$ cat config.mk
export PLATFORM = sky130hd
export DESIGN_NAME = afzt_zone_trip
export DESIGN_NICKNAME = d
export VERILOG_FILES = /design/src/rtl/afzt_pkg.sv /design/src/rtl/afzt_zone_trip.sv
export SDC_FILE = /design/constraint.sdc
export NUM_CORES = 1
export LEC_CHECK = 0
export ABC_AREA = 0
export BUFFER_PORTS_ARGS = -buffer_cell sky130_fd_sc_hd__buf_2
export CELL_PAD_IN_SITES_DETAIL_PLACEMENT = 0
export CELL_PAD_IN_SITES_GLOBAL_PLACEMENT = 1
export CORE_ASPECT_RATIO = 1.1
export CORE_MARGIN = 3
export CORE_UTILIZATION = 43
export CTS_CLUSTER_DIAMETER = 150
export CTS_CLUSTER_SIZE = 24
export DETAILED_ROUTE_END_ITERATION = 8
export GPL_TIMING_DRIVEN = 0
export PLACE_DENSITY = 0.79
export SYNTH_ARGS = -nofsm -noshare
export SYNTH_HDL_FRONTEND = slang
export SYNTH_SLANG_ARGS = --single-unit
$ cat constraint.sdc
create_clock -name MCLK -period 12.5 [get_ports MCLK]
set_clock_uncertainty 0.1 [all_clocks]
set_input_delay 0 -clock MCLK [delete_from_list [all_inputs] [get_ports MCLK]]
set_output_delay 0 -clock MCLK [all_outputs]
set_load 0.03 [all_outputs]
$ cat src/rtl/afzt_pkg.sv
// constants shared by the arc-flash zone trip block
package afzt_pkg;
    localparam int NUM_ZONE = 4;
    localparam int NUM_CHAN = 4;
    localparam int NUM_SIG = 26;
    // positions of the 26 event-logged output signals
    localparam int SIG_LIGHT = 0;
    localparam int SIG_PRES = 4;
    localparam int SIG_BIN = 8;
    localparam int SIG_PH_START = 9;
    localparam int SIG_RES_START = 10;
    localparam int SIG_PH_BLK = 11;
    localparam int SIG_RES_BLK = 12;
    localparam int SIG_TRIP = 13;
    localparam int SIG_ZBLK = 17;
    localparam int SIG_SFAULT = 21;
    localparam int SIG_IOFAULT = 25;
    // operating mode codes, on after reset
    localparam logic [2:0] MODE_ON = 3'h1;
    localparam logic [2:0] MODE_BLOCKED = 3'h2;
    localparam logic [2:0] MODE_TEST = 3'h3;
    localparam logic [2:0] MODE_TEST_BLK = 3'h4;
    localparam logic [2:0] MODE_OFF = 3'h5;
    // force-status codes
    localparam logic [3:0] FORCE_NORMAL = 4'h0;
    localparam logic [3:0] FORCE_PH_BLK = 4'h1;
    localparam logic [3:0] FORCE_PH_START = 4'h2;
    localparam logic [3:0] FORCE_RES_BLK = 4'h3;
    localparam logic [3:0] FORCE_RES_START = 4'h4;
    localparam logic [3:0] FORCE_ZONE_BASE = 4'h5;
    // binary-input option per zone
    localparam logic [1:0] BIN_DISABLED = 2'h0;
    localparam logic [1:0] BIN_LIGHT_IN = 2'h1;
    localparam logic [1:0] BIN_CURRENT_IN = 2'h2;
    // time stamp tick
    localparam int CLK_PERIOD_NS = 4;
    localparam int STAMP_RES_NS = 1000000;
    localparam int STAMP_CYCLES = STAMP_RES_NS / CLK_PERIOD_NS;
    localparam logic [31:0] STAMP_RESET = 32'h0;
endpackage

$ cat src/rtl/afzt_zone_trip.sv
// arc-flash zone trip decision, sensor check, event log and counters
// Behaviour
// - every one of the 26 outputs logs an ON and an OFF event with a time stamp.
// - time stamps count whole milliseconds.
// - each zone counts its trips and its blocks, and each count clears on request.
// - the current condition rises only after the required number of samples exceed the limit.
// - the current condition is taken from phase or from residual current, as selected.
// - a zone with a current channel enabled trips only on overcurrent together with selected light, pressure or its binary input.
// - each zone has an enable and a per-channel light selection; any selected channel trips it.
// - pressure is selected per zone and per channel just as light is.
// - the mode is coded 1 on, 2 blocked, 3 test, 4 test/blocked, 5 off, on after reset.
// - force code 0 is normal, 1 to 4 force current states, 5 to 12 force zone states, if enabled.
// - each channel has an expected sensor count, zero meaning none.
// - a channel shows a configuration fault when the detected count differs from the expected.
// - mode, forcing and sensor counts are general settings, untouched by the setting group.
// - a picked-up zone trips when unblocked and shows blocked instead when blocked.
// - the binary input option is 0 off, 1 light-in alone, 2 current-in with a sensor channel.
`timescale 1ns/100ps
`default_nettype none
module afzt_zone_trip #(
    parameter int CNT_W = 16,
    parameter int SAMP_W = 4,
    parameter int STAMP_CYC = afzt_pkg::STAMP_CYCLES
) (
    input wire logic MCLK,
    input wire logic SYS_RST,
    input wire logic [3:0] LIGHT_IN,
    input wire logic [3:0] PRESSURE_IN,
    input wire logic ARC_BINARY_INPUT,
    input wire logic SAMPLE_STROBE,
    input wire logic PH_SAMPLE_OVER,
    input wire logic RES_SAMPLE_OVER,
    input wire logic [SAMP_W-1:0] REQ_SAMPLES,
    input wire logic CURR_SOURCE_RES,
    input wire logic PH_BLOCK_IN,
    input wire logic RES_BLOCK_IN,
    input wire logic [3:0] ZONE_BLOCK_IN,
    input wire logic [3:0] ZONE_EN,
    input wire logic [3:0] ZONE_PH_EN,
    input wire logic [3:0] ZONE_RES_EN,
    input wire logic [15:0] ZONE_LIGHT_SEL,
    input wire logic [15:0] ZONE_PRES_SEL,
    input wire logic [7:0] ZONE_BIN_MODE,
    input wire logic [2:0] LOGICAL_NODE_MODE,
    input wire logic FORCING_EN,
    input wire logic [3:0] FORCE_STATUS,
    input wire logic [7:0] SENSOR_EXPECT,
    input wire logic [7:0] SENSOR_DETECT,
    input wire logic [3:0] IO_UNITS_EXPECT,
    input wire logic [3:0] IO_UNITS_DETECT,
    input wire logic [7:0] COUNT_CLR,
    output logic [25:0] SIG_OUT,
    output logic EVT_VALID,
    output logic [4:0] EVT_ID,
    output logic EVT_ON,
    output logic [31:0] EVT_STAMP,
    output logic [4*CNT_W-1:0] TRIP_CNT,
    output logic [4*CNT_W-1:0] BLK_CNT
);
    ////////////////////////////////////////////////////////////////////////////////
    // pin synchronisers: first stage feeds only the second
    logic [20:0] sync1_reg;
    logic [20:0] sync2_reg;
    always_ff @(posedge MCLK or posedge SYS_RST) begin
        if (SYS_RST) begin
            sync1_reg <= 21'h000000;
            sync2_reg <= 21'h000000;
        end else begin
            sync1_reg <= {IO_UNITS_DETECT, SENSOR_DETECT, ARC_BINARY_INPUT, PRESSURE_IN, LIGHT_IN};
            sync2_reg <= sync1_reg;
        end
    end
    logic [3:0] light_s;
    logic [3:0] pres_s;
    logic bin_s;
    assign light_s = sync2_reg[3:0];
    assign pres_s = sync2_reg[7:4];
    assign bin_s = sync2_reg[8];
    // detected counts come from the sensor side, so they are synchronised as well
    logic [7:0] det_s;
    logic [3:0] iod_s;
    assign det_s = sync2_reg[16:9];
    assign iod_s = sync2_reg[20:17];

    ////////////////////////////////////////////////////////////////////////////////
    // sample counter for the current condition, saturating
    logic [SAMP_W-1:0] samp_cnt_reg;
    logic [SAMP_W-1:0] samp_cnt_next;
    logic samp_over;
    logic cur_cond;
    always_comb begin
        samp_over = CURR_SOURCE_RES ? RES_SAMPLE_OVER : PH_SAMPLE_OVER;
        samp_cnt_next = samp_cnt_reg;
        if (SAMPLE_STROBE) begin
            if (!samp_over) begin
                samp_cnt_next = '0;
            end else if (samp_cnt_reg != '1) begin
                samp_cnt_next = samp_cnt_reg + 1'b1;
            end
        end
    end
    always_ff @(posedge MCLK or posedge SYS_RST) begin
        if (SYS_RST) begin
            samp_cnt_reg <= '0;
        end else begin
            samp_cnt_reg <= samp_cnt_next;
        end
    end
    // a zero requirement is taken as one sample, so a quiet input never starts
    assign cur_cond = (samp_cnt_reg != '0) && (samp_cnt_reg >= REQ_SAMPLES);

    ////////////////////////////////////////////////////////////////////////////////
    // output signal decision
    logic [25:0] sig_reg;
    logic [25:0] sig_next;
    logic mode_blk;
    logic mode_off;
    logic frc;
    logic ph_start;
    logic res_start;
    logic [3:0] pick;
    always_comb begin
        // mode and force settings are general, no setting group selects them
        mode_blk = (LOGICAL_NODE_MODE == afzt_pkg::MODE_BLOCKED)
            || (LOGICAL_NODE_MODE == afzt_pkg::MODE_TEST_BLK);
        mode_off = (LOGICAL_NODE_MODE == afzt_pkg::MODE_OFF);
        frc = FORCING_EN && (FORCE_STATUS != afzt_pkg::FORCE_NORMAL);
        ph_start = !CURR_SOURCE_RES && cur_cond && !PH_BLOCK_IN;
        res_start = CURR_SOURCE_RES && cur_cond && !RES_BLOCK_IN;
        sig_next = '0;
        sig_next[afzt_pkg::SIG_LIGHT +: 4] = light_s;
        sig_next[afzt_pkg::SIG_PRES +: 4] = pres_s;
        sig_next[afzt_pkg::SIG_BIN] = bin_s;
        sig_next[afzt_pkg::SIG_PH_START] = ph_start
            || (frc && FORCE_STATUS == afzt_pkg::FORCE_PH_START);
        sig_next[afzt_pkg::SIG_RES_START] = res_start
            || (frc && FORCE_STATUS == afzt_pkg::FORCE_RES_START);
        sig_next[afzt_pkg::SIG_PH_BLK] = (!CURR_SOURCE_RES && PH_BLOCK_IN)
            || (frc && FORCE_STATUS == afzt_pkg::FORCE_PH_BLK);
        sig_next[afzt_pkg::SIG_RES_BLK] = (CURR_SOURCE_RES && RES_BLOCK_IN)
            || (frc && FORCE_STATUS == afzt_pkg::FORCE_RES_BLK);
        for (int z = 0; z < 4; z++) begin
            logic sens;
            logic bin_hit;
            logic cur_need;
            logic cur_ok;
            logic blk;
            sens = |(ZONE_LIGHT_SEL[z*4 +: 4] & light_s)
                || |(ZONE_PRES_SEL[z*4 +: 4] & pres_s);
            bin_hit = (ZONE_BIN_MODE[z*2 +: 2] == afzt_pkg::BIN_LIGHT_IN && bin_s)
                || (ZONE_BIN_MODE[z*2 +: 2] == afzt_pkg::BIN_CURRENT_IN
                && bin_s && sens);
            cur_need = ZONE_PH_EN[z] || ZONE_RES_EN[z];
            cur_ok = (ZONE_PH_EN[z] && ph_start) || (ZONE_RES_EN[z] && res_start);
            pick[z] = ZONE_EN[z] && (sens || bin_hit) && (!cur_need || cur_ok);
            blk = ZONE_BLOCK_IN[z] || mode_blk;
            sig_next[afzt_pkg::SIG_TRIP + z] = (pick[z] && !blk)
                || (frc && FORCE_STATUS == afzt_pkg::FORCE_ZONE_BASE + 4'(2*z));
            sig_next[afzt_pkg::SIG_ZBLK + z] = ((pick[z] && blk)
                || (frc && FORCE_STATUS == afzt_pkg::FORCE_ZONE_BASE + 4'(2*z+1)))
                && !sig_next[afzt_pkg::SIG_TRIP + z];
            sig_next[afzt_pkg::SIG_SFAULT + z] =
                SENSOR_EXPECT[z*2 +: 2] != det_s[z*2 +: 2];
        end
        sig_next[afzt_pkg::SIG_IOFAULT] = IO_UNITS_EXPECT != iod_s;
        if (mode_off) begin
            // off mode silences the whole function
            sig_next = '0;
        end
    end
    always_ff @(posedge MCLK or posedge SYS_RST) begin
        if (SYS_RST) begin
            sig_reg <= '0;
        end else begin
            sig_reg <= sig_next;
        end
    end
    assign SIG_OUT = sig_reg;

    ////////////////////////////////////////////////////////////////////////////////
    // millisecond time stamp
    logic [31:0] pre_reg;
    logic [31:0] pre_next;
    logic [31:0] stamp_reg;
    logic [31:0] stamp_next;
    always_comb begin
        pre_next = pre_reg + 32'h1;
        stamp_next = stamp_reg;
        if (pre_reg == 32'(STAMP_CYC - 1)) begin
            pre_next = 32'h0;
            stamp_next = stamp_reg + 32'h1;
        end
    end
    always_ff @(posedge MCLK or posedge SYS_RST) begin
        if (SYS_RST) begin
            pre_reg <= 32'h0;
            stamp_reg <= afzt_pkg::STAMP_RESET;
        end else begin
            pre_reg <= pre_next;
            stamp_reg <= stamp_next;
        end
    end

    ////////////////////////////////////////////////////////////////////////////////
    // event log: one pending ON and OFF flag per signal, drained one per cycle
    logic [25:0] sig_d_reg;
    logic [25:0] pon_reg;
    logic [25:0] pon_next;
    logic [25:0] poff_reg;
    logic [25:0] poff_next;
    logic evt_valid_next;
    logic [4:0] evt_id_next;
    logic evt_on_next;
    logic [25:0] rise;
    logic [25:0] fall;
    always_comb begin
        rise = sig_reg & ~sig_d_reg;
        fall = ~sig_reg & sig_d_reg;
        evt_valid_next = 1'b0;
        evt_id_next = 5'h00;
        evt_on_next = 1'b0;
        pon_next = pon_reg;
        poff_next = poff_reg;
        for (int i = afzt_pkg::NUM_SIG - 1; i >= 0; i--) begin
            if (pon_reg[i] || poff_reg[i]) begin
                evt_valid_next = 1'b1;
                evt_id_next = 5'(i);
                // both pending: the older one is the one opposite the present level
                evt_on_next = pon_reg[i] && !(poff_reg[i] && sig_d_reg[i]);
            end
        end
        if (evt_valid_next) begin
            if (evt_on_next) begin
                pon_next[evt_id_next] = 1'b0;
            end else begin
                poff_next[evt_id_next] = 1'b0;
            end
        end
        // a new edge wins over the drain of the same flag
        pon_next = pon_next | rise;
        poff_next = poff_next | fall;
    end
    always_ff @(posedge MCLK or posedge SYS_RST) begin
        if (SYS_RST) begin
            sig_d_reg <= '0;
            pon_reg <= '0;
            poff_reg <= '0;
            EVT_VALID <= 1'b0;
            EVT_ID <= 5'h00;
            EVT_ON <= 1'b0;
            EVT_STAMP <= 32'h0;
        end else begin
            sig_d_reg <= sig_reg;
            pon_reg <= pon_next;
            poff_reg <= poff_next;
            EVT_VALID <= evt_valid_next;
            EVT_ID <= evt_id_next;
            EVT_ON <= evt_on_next;
            EVT_STAMP <= stamp_reg;
        end
    end

    ////////////////////////////////////////////////////////////////////////////////
    // per-zone trip and block counters; a count on the clear cycle is kept
    genvar gz;
    generate
        for (gz = 0; gz < 4; gz++) begin : g_cnt
            logic [CNT_W-1:0] tcnt_reg;
            logic [CNT_W-1:0] tcnt_next;
            logic [CNT_W-1:0] bcnt_reg;
            logic [CNT_W-1:0] bcnt_next;
            always_comb begin
                tcnt_next = COUNT_CLR[gz] ? '0 : tcnt_reg;
                bcnt_next = COUNT_CLR[4+gz] ? '0 : bcnt_reg;
                if (rise[afzt_pkg::SIG_TRIP + gz]) begin
                    tcnt_next = tcnt_next + 1'b1;
                end
                if (rise[afzt_pkg::SIG_ZBLK + gz]) begin
                    bcnt_next = bcnt_next + 1'b1;
                end
            end
            always_ff @(posedge MCLK or posedge SYS_RST) begin
                if (SYS_RST) begin
                    tcnt_reg <= '0;
                    bcnt_reg <= '0;
                end else begin
                    tcnt_reg <= tcnt_next;
                    bcnt_reg <= bcnt_next;
                end
            end
            assign TRIP_CNT[gz*CNT_W +: CNT_W] = tcnt_reg;
            assign BLK_CNT[gz*CNT_W +: CNT_W] = bcnt_reg;
        end
    endgenerate

    ////////////////////////////////////////////////////////////////////////////////
    // assertions
    property p_trip_blk_excl;
        @(posedge MCLK) disable iff (SYS_RST)
        (sig_reg[afzt_pkg::SIG_TRIP +: 4] & sig_reg[afzt_pkg::SIG_ZBLK +: 4]) == 4'h0;
    endproperty
    a_trip_blk_excl: assert property (p_trip_blk_excl) else $error("zone trips and blocks");
    property p_off_quiet;
        @(posedge MCLK) disable iff (SYS_RST)
        (LOGICAL_NODE_MODE == afzt_pkg::MODE_OFF) |=> (sig_reg == '0);
    endproperty
    a_off_quiet: assert property (p_off_quiet) else $error("output active in off mode");
    property p_blk_mode;
        @(posedge MCLK) disable iff (SYS_RST)
        (LOGICAL_NODE_MODE == afzt_pkg::MODE_BLOCKED && !frc)
            |=> (sig_reg[afzt_pkg::SIG_TRIP +: 4] == 4'h0);
    endproperty
    a_blk_mode: assert property (p_blk_mode) else $error("trip in blocked mode");
    property p_sfault;
        @(posedge MCLK) disable iff (SYS_RST)
        (LOGICAL_NODE_MODE == afzt_pkg::MODE_ON && SENSOR_EXPECT[1:0] != det_s[1:0])
            |=> sig_reg[afzt_pkg::SIG_SFAULT];
    endproperty
    a_sfault: assert property (p_sfault) else $error("sensor fault missed");
    property p_stamp;
        @(posedge MCLK) disable iff (SYS_RST)
        (pre_reg != 32'(STAMP_CYC - 1)) |=> $stable(stamp_reg);
    endproperty
    a_stamp: assert property (p_stamp) else $error("stamp moved before a millisecond");
    property p_trip_logged;
        @(posedge MCLK) disable iff (SYS_RST)
        $rose(sig_reg[afzt_pkg::SIG_TRIP])
            |-> ##[2:60] (EVT_VALID && EVT_ON && EVT_ID == 5'(afzt_pkg::SIG_TRIP));
    endproperty
    a_trip_logged: assert property (p_trip_logged) else $error("trip on event lost");
    property p_cnt_inc;
        @(posedge MCLK) disable iff (SYS_RST)
        (rise[afzt_pkg::SIG_TRIP] && !COUNT_CLR[0])
            |=> (TRIP_CNT[CNT_W-1:0] == $past(TRIP_CNT[CNT_W-1:0]) + 1'b1);
    endproperty
    a_cnt_inc: assert property (p_cnt_inc) else $error("trip count missed");
    property p_cnt_clr;
        @(posedge MCLK) disable iff (SYS_RST)
        (COUNT_CLR[4] && !rise[afzt_pkg::SIG_ZBLK]) |=> (BLK_CNT[CNT_W-1:0] == '0);
    endproperty
    a_cnt_clr: assert property (p_cnt_clr) else $error("block count not cleared");
    property p_cur_cond;
        @(posedge MCLK) disable iff (SYS_RST)
        (ph_start && !frc) |-> (samp_cnt_reg >= REQ_SAMPLES && samp_cnt_reg != '0);
    endproperty
    a_cur_cond: assert property (p_cur_cond) else $error("start before enough samples");
endmodule
`default_nettype wire

Yosys cells after proc, flatten, opt, wreduce, memory -nomap -nowiden
Cells that the tools add are included.

Register bits after elaboration: 381. Input bits: 117. Output and inout port bits: 193. Logic and storage cells: 420.

Add/sub/neg operators: 11. Magnitude comparators: 3. Equal/unequal tests: 31. Muxes and demuxes: 105. Bitwise operators: 17. Reduce and logical (&&, ||, !) cells: 232.

Operators with widths (number): 16-bit 2-to-1 mux (16); 26-bit 2-to-1 mux (5); 5-bit 2-to-1 mux (26); 16-bit by 1-bit adder with 16-bit output (second input constant) (8); 1-bit logical AND (113); 26-bit AND (4); 26-bit inverter (3); 1-bit logical OR (67); 32-bit by 1-bit adder with 32-bit output (second input constant) (2); 1-bit 2-to-1 mux (54); 26-bit OR (2); 1-bit zero test (41); 4-bit AND (8); 32-bit by 18-bit == test with 1-bit output (second input constant) (1); 32-bit 2-to-1 mux (1); 4-bit OR reduction (8); 4-bit == test (second input constant) (5); 4-bit by 3-bit == test with 1-bit output (second input constant) (4); 2-bit by 1-bit == test with 1-bit output (second input constant) (4); 2-bit == test (second input constant) (4); 4-bit by 2-bit == test with 1-bit output (second input constant) (2); 4-bit 2-to-1 mux (2); 2-bit != test (4); 4-bit nonzero test (2); 12 further kinds (13).

Logic depth before layout (Yosys ltp)
Gate-level depths: netlist (run 1).

Depth in word-level cells: 36. Mapped depth: 10. Depth with buffers taken out: 9.

Worst setup path before layout (run 1)
No wires, ideal clock.

Path kind: flip-flop to flip-flop. Start point: register g_cnt[0].bcnt_reg[0]. End point: register g_cnt[0].bcnt_reg[12]. Setup time: 0.078 ns. Arrival time: 2.283 ns. Data required time: 12.322 ns. Path slack: 10.039 ns. Cell stages (with the launch flop): 8. Buffers on the path: 0. Period minus slack after synthesis: 2.461 ns. Path through: dfrtp_1 > nor2b_1 > ha_1 > nand2_1 > or4_1 > or2_2 > or3_1 > a21oi_1.

Cells in the longest elaborated chain, start to end: 3.

Ends and longest elaborated chain: start: declaration (line afzt_zone_trip.sv:270) `logic [CNT_W-1:0] bcnt_reg;`; start signal: assignment (line afzt_zone_trip.sv:288) `bcnt_reg <= bcnt_next;`; 16-bit 2-to-1 mux (line afzt_zone_trip.sv:274) `bcnt_next = COUNT_CLR[4+gz] ? '0 : bcnt_reg;`; 16-bit by 1-bit adder with 16-bit output (line afzt_zone_trip.sv:279) `bcnt_next = bcnt_next + 1'b1;`; 16-bit 2-to-1 mux (line afzt_zone_trip.sv:278) `if (rise[afzt_pkg::SIG_ZBLK + gz]) begin`; named net g_cnt[0].bcnt_next[12] (line afzt_zone_trip.sv:271) `logic [CNT_W-1:0] bcnt_next;`.

The timed path passes the listed nets, and every way through them passes these cells. A chain may end at the register's enable or synchronous reset.

Worst setup path after layout (run 1)
Start point: register pon_reg[22]. End point: register pon_reg[9].

Cells in the longest elaborated chain, start to end: 33. Elaborated cells between the ends (all ways): 81. Classes of those cells: order compare: 2; mux: 73; bitwise: 3; reduce/logical: 3.

Ends and longest elaborated chain: start: declaration (line afzt_zone_trip.sv:207) `logic [25:0] pon_reg;`; start signal: assignment (line afzt_zone_trip.sv:254) `pon_reg <= pon_next;`; 1-bit logical OR (line afzt_zone_trip.sv:225) `if (pon_reg[i] || poff_reg[i]) begin`; 5-bit 2-to-1 mux (23 in a row) (line afzt_zone_trip.sv:225); 5-bit by 6-bit < comparator with 1-bit output (implied by the code) / 5-bit by 1-bit greater-or-equal comparator with 1-bit output (equally long branches) (line afzt_zone_trip.sv:234) `pon_next[evt_id_next] = 1'b0;`; 1-bit logical AND (implied by the code) (line afzt_zone_trip.sv:234); 1-bit 2-to-1 mux (implied by the code) (line afzt_zone_trip.sv:234); 1-bit demux with 5-bit select (line afzt_zone_trip.sv:234); 26-bit inverter (no source line); 26-bit AND (no source line); 26-bit 2-to-1 mux (line afzt_zone_trip.sv:233) `if (evt_on_next) begin`; 26-bit 2-to-1 mux (*) (line afzt_zone_trip.sv:232) `if (evt_valid_next) begin`; 26-bit OR (*) (line afzt_zone_trip.sv:240) `pon_next = pon_next | rise;`; named net pon_next[9] (line afzt_zone_trip.sv:208) `logic [25:0] pon_next;`.

Mark *: on every way through the listed nets, which the timed path passes. The rest lies on a longest branch.

==> metrics.csv, run 1 <==
stage,metric,value,unit
yosys,ys_types,70,
routing,drcViolationCount,0,
pwr,leakagePower,0.00952,uW
pwr,power_density,110,nW/um^2
setup_path,rr_worst_depth,7,
yosys,ys_seq_elements,381,
routing,viasPerCell,5.18,
floorplanning,core_area,37600,sq um
hold_path,min_delay_path_depth,2,
timing,timing.final.crit_share,29.7,%
yosys,yosys_warnings,0,
layout,layout_common_cells,"dfrtp_1, buf_2, nor2_1",
yosys,yosysSeqAreaShare,57.5,%
placed_design,port_buffers,303,
timing,fmax,270,MHz
setup_path,endpoint_kind,flop,
timing,slew_headroom,33.5,%
setup_path,critPathMaxFanout,8,
clocking,cts_made_buffers,19,
status,status,finished clean,
setup_path,crit_type,reg2reg,
routing,first_iter_violations,633,
routing,drtPass1Iterations,5,
floorplanning,start_util,44.1,%
yosys,synth-simple-area-share,20.1,%
floorplanning,die_w,193,um
yosys,synth_top_family_by_area,simple AND/OR/NAND/NOR gates,
layout,nFillCells,3408,
clocking,htreeDepth,1,
yosys,synth_cells,1543,
clocking,cts_root_buf,clkbuf_16,
timing,rsz0062_at_grt,false,
yosys,synth_edf_count,0,
yosys,synth_xor_area_share,8.98,%
layout,drive_gt1_share,18.8,%
layout,fin_nets,2089,
routing,wl,41800,um
yosys,synthFlopType,dfrtp_1,
clocking,cts_sinks,381,
layout,syn_to_final_growth,21.5,%
timing,setup-violations-final,0,
grt,grt_remaining_overflow,0,
floorplanning,rows,74,
timing,drv_slew,0,
yosys,muxShareOfSynthArea,0.785,%
yosys,synth_area_per_cell,10.7,sq um
yosys,syn_area,16600,sq um
yosys,syn_nets,1676,
yosys,synth-adder-area-share,1.21,%
placed_design,gp_congestion,0.844,
setup_path,arrival,3.96,ns
pwr,vdd_drop_max,0.109,mV
yosys,synth_area_leaders,"dfrtp_1, xnor2_1, xor2_1",
yosys,async_reset_ff_share,100,%
layout,fin_util,53.6,%
grt,track_usage,20.2,%
flow_run,maxCapViolCount,0,
placed_design,place_area,18800,sq um
grt,grt_pass1_vias,12867,
layout,diodes,0,
routing,routedWlPerCell,17.1,um
floorplanning,boundaryPins,310,
floorplanning,die_area,40900,sq um
grt,grt_max_degree,121,
setup_path,startpoint_type,flop,
hold_path,hold_path_class,in2reg,
clocking,insertion_delay,0.52,ns
timing,worst_pin_slew,0.996,ns
placed_design,hpwl,29900,um
layout,final_cell_area,20100,sq um
routing,vias,12697,
clocking,hold_buffers,86,
timing,final.setup.tns,0,ns
clocking,clockBufferDepth,3,
clocking,postCtsSetupBuffers,0,
yosys,yosys.area.top_type,dfrtp_1,
layout,layout_commonest_cell,dfrtp_1,
grt,antenna_found_initial,0,
setup_path,critPathRequiredTime,12.75,ns
routing,detail-route-antenna-nets,0,
yosys,synth_compound_area_share,9.16,%
setup_path,r2r_setup_slack,8.79,ns
clocking,clk_pin_slew,0.10,ns
grt,grt_pass1_wl,67400,um
clocking,cts_resized,0,
timing,post-route-min-period,3.71,ns
clocking,cts_tree,done,
floorplanning,die_h,212,um
yosys,synth_top_area_share,57.5,%
timing,hold_viol_final,0,
path summary, 6_finish.rpt:
kind / from / end
min: ARC_BINARY_INPUT / sync1_reg[8]$_DFF_PP0_
max: pon_reg[22]$_DFF_PP0_ / pon_reg[9]$_DFF_PP0_
min reg2reg: sync1_reg[9]$_DFF_PP0_ / sync2_reg[9]$_DFF_PP0_
min in group asynchronous: SYS_RST / sync1_reg[15]$_DFF_PP0_
max reg2reg: pon_reg[22]$_DFF_PP0_ / pon_reg[9]$_DFF_PP0_
max in group asynchronous: SYS_RST / g_cnt[1].bcnt_reg[13]$_DFF_PP0_
where the power goes:
| group | switching, uW | internal [uW] | total (uW) |
|---|---|---|---|
| clock | 382 | 275 | 657 |
| sequential | 40.3 | 1270 | 1310 |
| combinational | 161 | 89.5 | 251 |
| total | 584 | 1630 | 2220 |
layer usage:
layer,vias to the layer above,GRT usage [%],routed length [um]
li1,6152,-,-
met1,6206,28.6,18900
met2,296,33.3,20000
met3,43,3.18,2240
met4,0,3.62,667
met5,-,0,0
metrics by stage:
stage,total power (uW),setup slack (ns),hold WS [ns],instances
floorplan,1460,1.81,-0.0686,1543
global placement,1560,-2.28,0.00762,2340
detailed placement,1560,8.75,-0.0448,2343
CTS,2250,8.70,0.00149,2449
global route,2330,8.55,0.0108,2449
finish,2220,8.79,0.0292,2449
cell type report:
class                   instances  area, sq um  share of cell area, %
repair buffers                392         2460                   12.2
flip-flops and latches        381         9530                   47.3
clock buffers                  19          475                   2.36
multi-input cells            1071         6670                   33.1
clock inverters                 1         5.00                 0.0248
well taps                     494          618                   3.07
plain buffers                  33          151                  0.752
inverters                      58          225                   1.12
Yosys cell counts (8+ instances only):
cell type	count
a22o_1	11
nor2_1	156
dfrtp_1	381
nor3_1	12
nor4_1	16
nand4_1	60
xor2_1	78
mux2_2	8
and2_1	14
or2_2	8
nand2b_1	24
inv_1	58
ha_1	16
or3_1	29
clkbuf_1	28
a31oi_1	8
xnor2_1	92
nand2_1	105
and4_1	9
a22oi_1	17
o31ai_1	9
and3_1	24
o21ai_0	77
a21oi_1	69
nand3_1	57
nor2b_1	76
worst max-delay path, cell delays in order (launching register included):
cell and delay [ns]:
dfrtp_1 0.45, or2_2 0.29, a211oi_1 0.26, a211oi_1 0.13, o21ai_0 0.49, nand4_1 0.60, nor2b_1 0.97, o221ai_1 0.25
cell families after synthesis:
family / after synthesis
mux: 12
compound gates: 243
simple gates: 630
fa+ha+maj: 16
xor+xnor: 170
buf+inv: 91
flops: 381
Power figures use the tool's default switching activity.
==> inputs of run 2 (changes only) <==
Settings changed: ABC_AREA 0 to 1, CORE_UTILIZATION 43 to 38, PLACE_DENSITY 0.79 to 0.76.
Clock period 12.5 ns to 3.1 ns, I/O delays scaled along.
==> metrics.csv, run 2 <==
stage,metric,value,unit,change
status,status,finished clean,,
setup_path,critPathMaxFanout,4,,-4
grt,grt_remaining_overflow,0,,unchanged
flow_run,maxCapViolCount,0,,unchanged
yosys,yosysSeqAreaShare,54.6,%,-2.9 points
setup_path,rr_worst_depth,16,,+9
grt,grt_pass1_vias,14386,,+12%
placed_design,gp_congestion,0.879,,+4.2%
layout,fin_nets,2552,,+22%
pwr,vdd_drop_max,0.342,mV,+210%
placed_design,dp_cells,2855,,+22%
layout,drive_gt1_share,19.9,%,+1.1 points
yosys,muxShareOfSynthArea,0,%,-0.79 points
clocking,cts_tree,done,,
setup_path,r2r_start,pre_reg[21]$_DFF_PP0_,,
routing,detail-route-antenna-nets,0,,unchanged
yosys,synth_xor_area_share,8.73,%,-0.25 points
yosys,synth_top_family_by_area,simple AND/OR/NAND/NOR gates,,
floorplanning,die_w,210,um,+8.9%
yosys,synthFlopType,dfrtp_1,,
layout,layout_common_cells,"nand2_1, dfrtp_1, inv_1",,
grt,grt_pass1_wl,73000,um,+8.3%
setup_path,startpoint_type,flop,,
setup_path,r2r_setup_slack,0.14,ns,-8.65 ns
layout,nFillCells,4340,,+27%
routing,vias,14130,,+11%
clocking,clk_pin_slew,0.10,ns,about the same
timing,post-route-min-period,2.96,ns,-0.753 ns
timing,hold_viol_final,0,,unchanged
layout,layout_commonest_cell,nand2_1,,
clocking,insertion_delay,0.54,ns,+0.02 ns
timing,fmax,338,MHz,+25%
hold_path,holdPathEnd,SIG_OUT[18]$_DFF_PP0_,,
yosys,synth_commonest_cells,"nand2_1, dfrtp_1, inv_1",,
layout,multi_input_area,6910,sq um,+3.6%
setup_path,crit_type,reg2reg,,
layout,final-seq-area,9530,sq um,unchanged
placed_design,hpwl,34100,um,+14%
timing,rsz0062_at_grt,true,,
hold_path,min-delay-start,ZONE_RES_EN[1],,
layout,final-instance-count-excl-fill,3002,,+23%
timing,drv_slew,0,,unchanged
routing,wl,45300,um,+8.4%
yosys,ys_types,46,,-34%
floorplanning,rows,81,,+9.5%
routing,routedWlPerCell,15.1,um,-12%
yosys,synth-adder-area-share,1.15,%,-0.061 points
yosys,synth_cells,1959,,+27%
routing,drtPass1Iterations,5,,unchanged
grt,track_usage,18.2,%,-1.9 points
routing,viasPerCell,4.71,,-9.2%
pwr,leakagePower,0.0111,uW,+16%
yosys,synth_area_per_cell,8.91,sq um,-17%
timing,worst_pin_slew,0.705,ns,-0.291 ns
floorplanning,die_area,48600,sq um,+19%
yosys,synth_area_leaders,"dfrtp_1, nand2_1, inv_1",,
grt,grt_max_degree,42,,-65%
floorplanning,boundaryPins,310,,unchanged
yosys,syn_nets,2092,,+25%
yosys,synth-simple-area-share,22.9,%,+2.8 points
pwr,power_density,437,nW/um^2,+300%
clocking,cts_made_buffers,19,,unchanged
grt,antenna_found_initial,2,,+2
clocking,clockBufferDepth,3,,unchanged
routing,drcViolationCount,0,,unchanged
yosys,synth_edf_count,0,,unchanged
setup_path,r2r_end,stamp_reg[29]$_DFFE_PP0N_,,
floorplanning,die_h,231,um,+8.9%
setup_path,endpoint_kind,flop,,
hold_path,hold_path_class,in2reg,,
yosys,async_reset_ff_share,100,%,unchanged
yosys,synth_compound_area_share,4.87,%,-4.3 points
clocking,cts_root_buf,clkbuf_16,,
yosys,synth_top_area_share,54.6,%,-2.9 points
placed_design,port_buffers,305,,+0.66%
timing,slew_headroom,52.8,%,+19 points
timing,timing.final.crit_share,95.4,%,+66 points
floorplanning,start_util,38.9,%,-5.2 points
yosys,yosys.area.top_type,dfrtp_1,,
setup_path,critPathRequiredTime,3.46,ns,-9.29 ns
layout,syn_to_final_growth,26.2,%,
yosys,yosys_warnings,0,,unchanged
clocking,cts_sinks,381,,unchanged
setup_path,arrival,3.32,ns,-0.64 ns
clocking,htreeDepth,1,,unchanged
timing,setup-violations-final,0,,unchanged
timing,final.setup.tns,0,ns,unchanged
yosys,ys_seq_elements,381,,unchanged
routing,first_iter_violations,777,,+23%
yosys,synth_most_common_cell,nand2_1,,
yosys,syn_area,17500,sq um,+5.3%
floorplanning,core_area,44900,sq um,+19%
hold_path,min_delay_path_depth,7,,+5
==> run 2: changes by cell type after synthesis, moves of 24 or more <==
cell | previous run | this run
nand2_1 | 105 | 426
inv_1 | 58 | 331
nor2b_1 | 76 | 0
nor2_1 | 156 | 219
o21ai_0 | 77 | 18
nor3_1 | 12 | 59
xor2_1 | 78 | 117
a21oi_1 | 69 | 34
xnor2_1 | 92 | 57
or3_1 | 29 | 0
nand2b_1 | 24 | 0
==> run 2: repair_timing <==
item | CTS | global route
endpoints found under the hold margin | 177 | 0
hold buffers | 93 | 0
gates cloned | 0 | 3
endpoints found under the setup margin | 53 | 73
gates resized for setup | 18 | 85
buffers inserted | 3 | 25
pin swaps | 5 | 26
==> run 2: logic make-up after synthesis <==
logic type	Yosys count
compound gates	127
xor+xnor	174
fa+ha+maj	16
buf+inv	359
flops	381
simple gates	902
==> run 2: routing by layer <==
metal | part of all wire (%) | wire length (um) | global-route usage, % | vias up
met4 | 1.9 | 844 | 4.02 | 0
met2 | 50 | 22500 | 32.0 | 269
met5 | 0 | 0 | 0 | -
met1 | 44 | 19700 | 23.6 | 6786
li1 | - | - | - | 7030
met3 | 5.0 | 2280 | 3.18 | 45
==> run 2: area by class of cell <==
cell class,instances,area share (%)
Sequential cell,381,43.3
Multi-Input combinational cell,1219,31.4
Timing Repair Buffer,439,13.4
Inverter,338,5.78
Tap cell,581,3.30
Clock buffer,19,2.16
Buffer,21,0.642
Clock inverter,2,0.0625
Antenna cell,2,0.0227
==> run 2: how the worst max path moves through the flow <==
stage / start / to / slack, ns / depth (start not counted)
after floorplan: SYS_RST / EVT_ID[0]$_DFF_PP0_ / -2.12 / 1
after global placement: SYS_RST / g_cnt[2].bcnt_reg[8]$_DFF_PP0_ / -4.43 / 2
after detailed placement: poff_reg[21]$_DFF_PP0_ / pon_reg[12]$_DFF_PP0_ / -0.37 / 29
after CTS: poff_reg[21]$_DFF_PP0_ / pon_reg[7]$_DFF_PP0_ / 0.02 / 29
after global routing: poff_reg[25]$_DFF_PP0_ / pon_reg[17]$_DFF_PP0_ / -0.05 / 32
final: pre_reg[21]$_DFF_PP0_ / stamp_reg[29]$_DFFE_PP0N_ / 0.14 / 16
==> run 2: worst max-delay path: stages (launching register included) <==
cell and delay (ns):
dfrtp_1 0.43, inv_2 0.10, nand2_2 0.09, nor3_1 0.15, nand4_1 0.19, nor4_4 0.39, nand3_2 0.16, nor3_4 0.19
nand4_2 0.14, nor2_4 0.14, nand2_4 0.08, nor2_4 0.12, nand2_2 0.09, nor3_4 0.19, nand2_2 0.09, nor2_2 0.10
xor2_1 0.14
==> run 2: where the power goes <==
group	total (uW)	internal, uW	switching, uW
logic	1660	674	982
registers	5280	5130	149
clock network	2690	1110	1570
==> run 2: per-stage QoR <==
step / cell area [sq um] / power, uW / hold slack (ns) / worst slack, ns / util, %
floorplan: 17500 / 6040 / -0.0686 / -2.12 / -
global placement: 19700 / 6480 / 0.00886 / -4.43 / 43.9
detailed placement: 19900 / 6520 / 0.00354 / -0.372 / 44.4
CTS: 21400 / 9400 / 0.00115 / 0.0220 / 47.7
global route: 22000 / 10100 / 0.00614 / -0.0521 / 49.1
finish: 22000 / 9630 / 0.0185 / 0.143 / 49.1
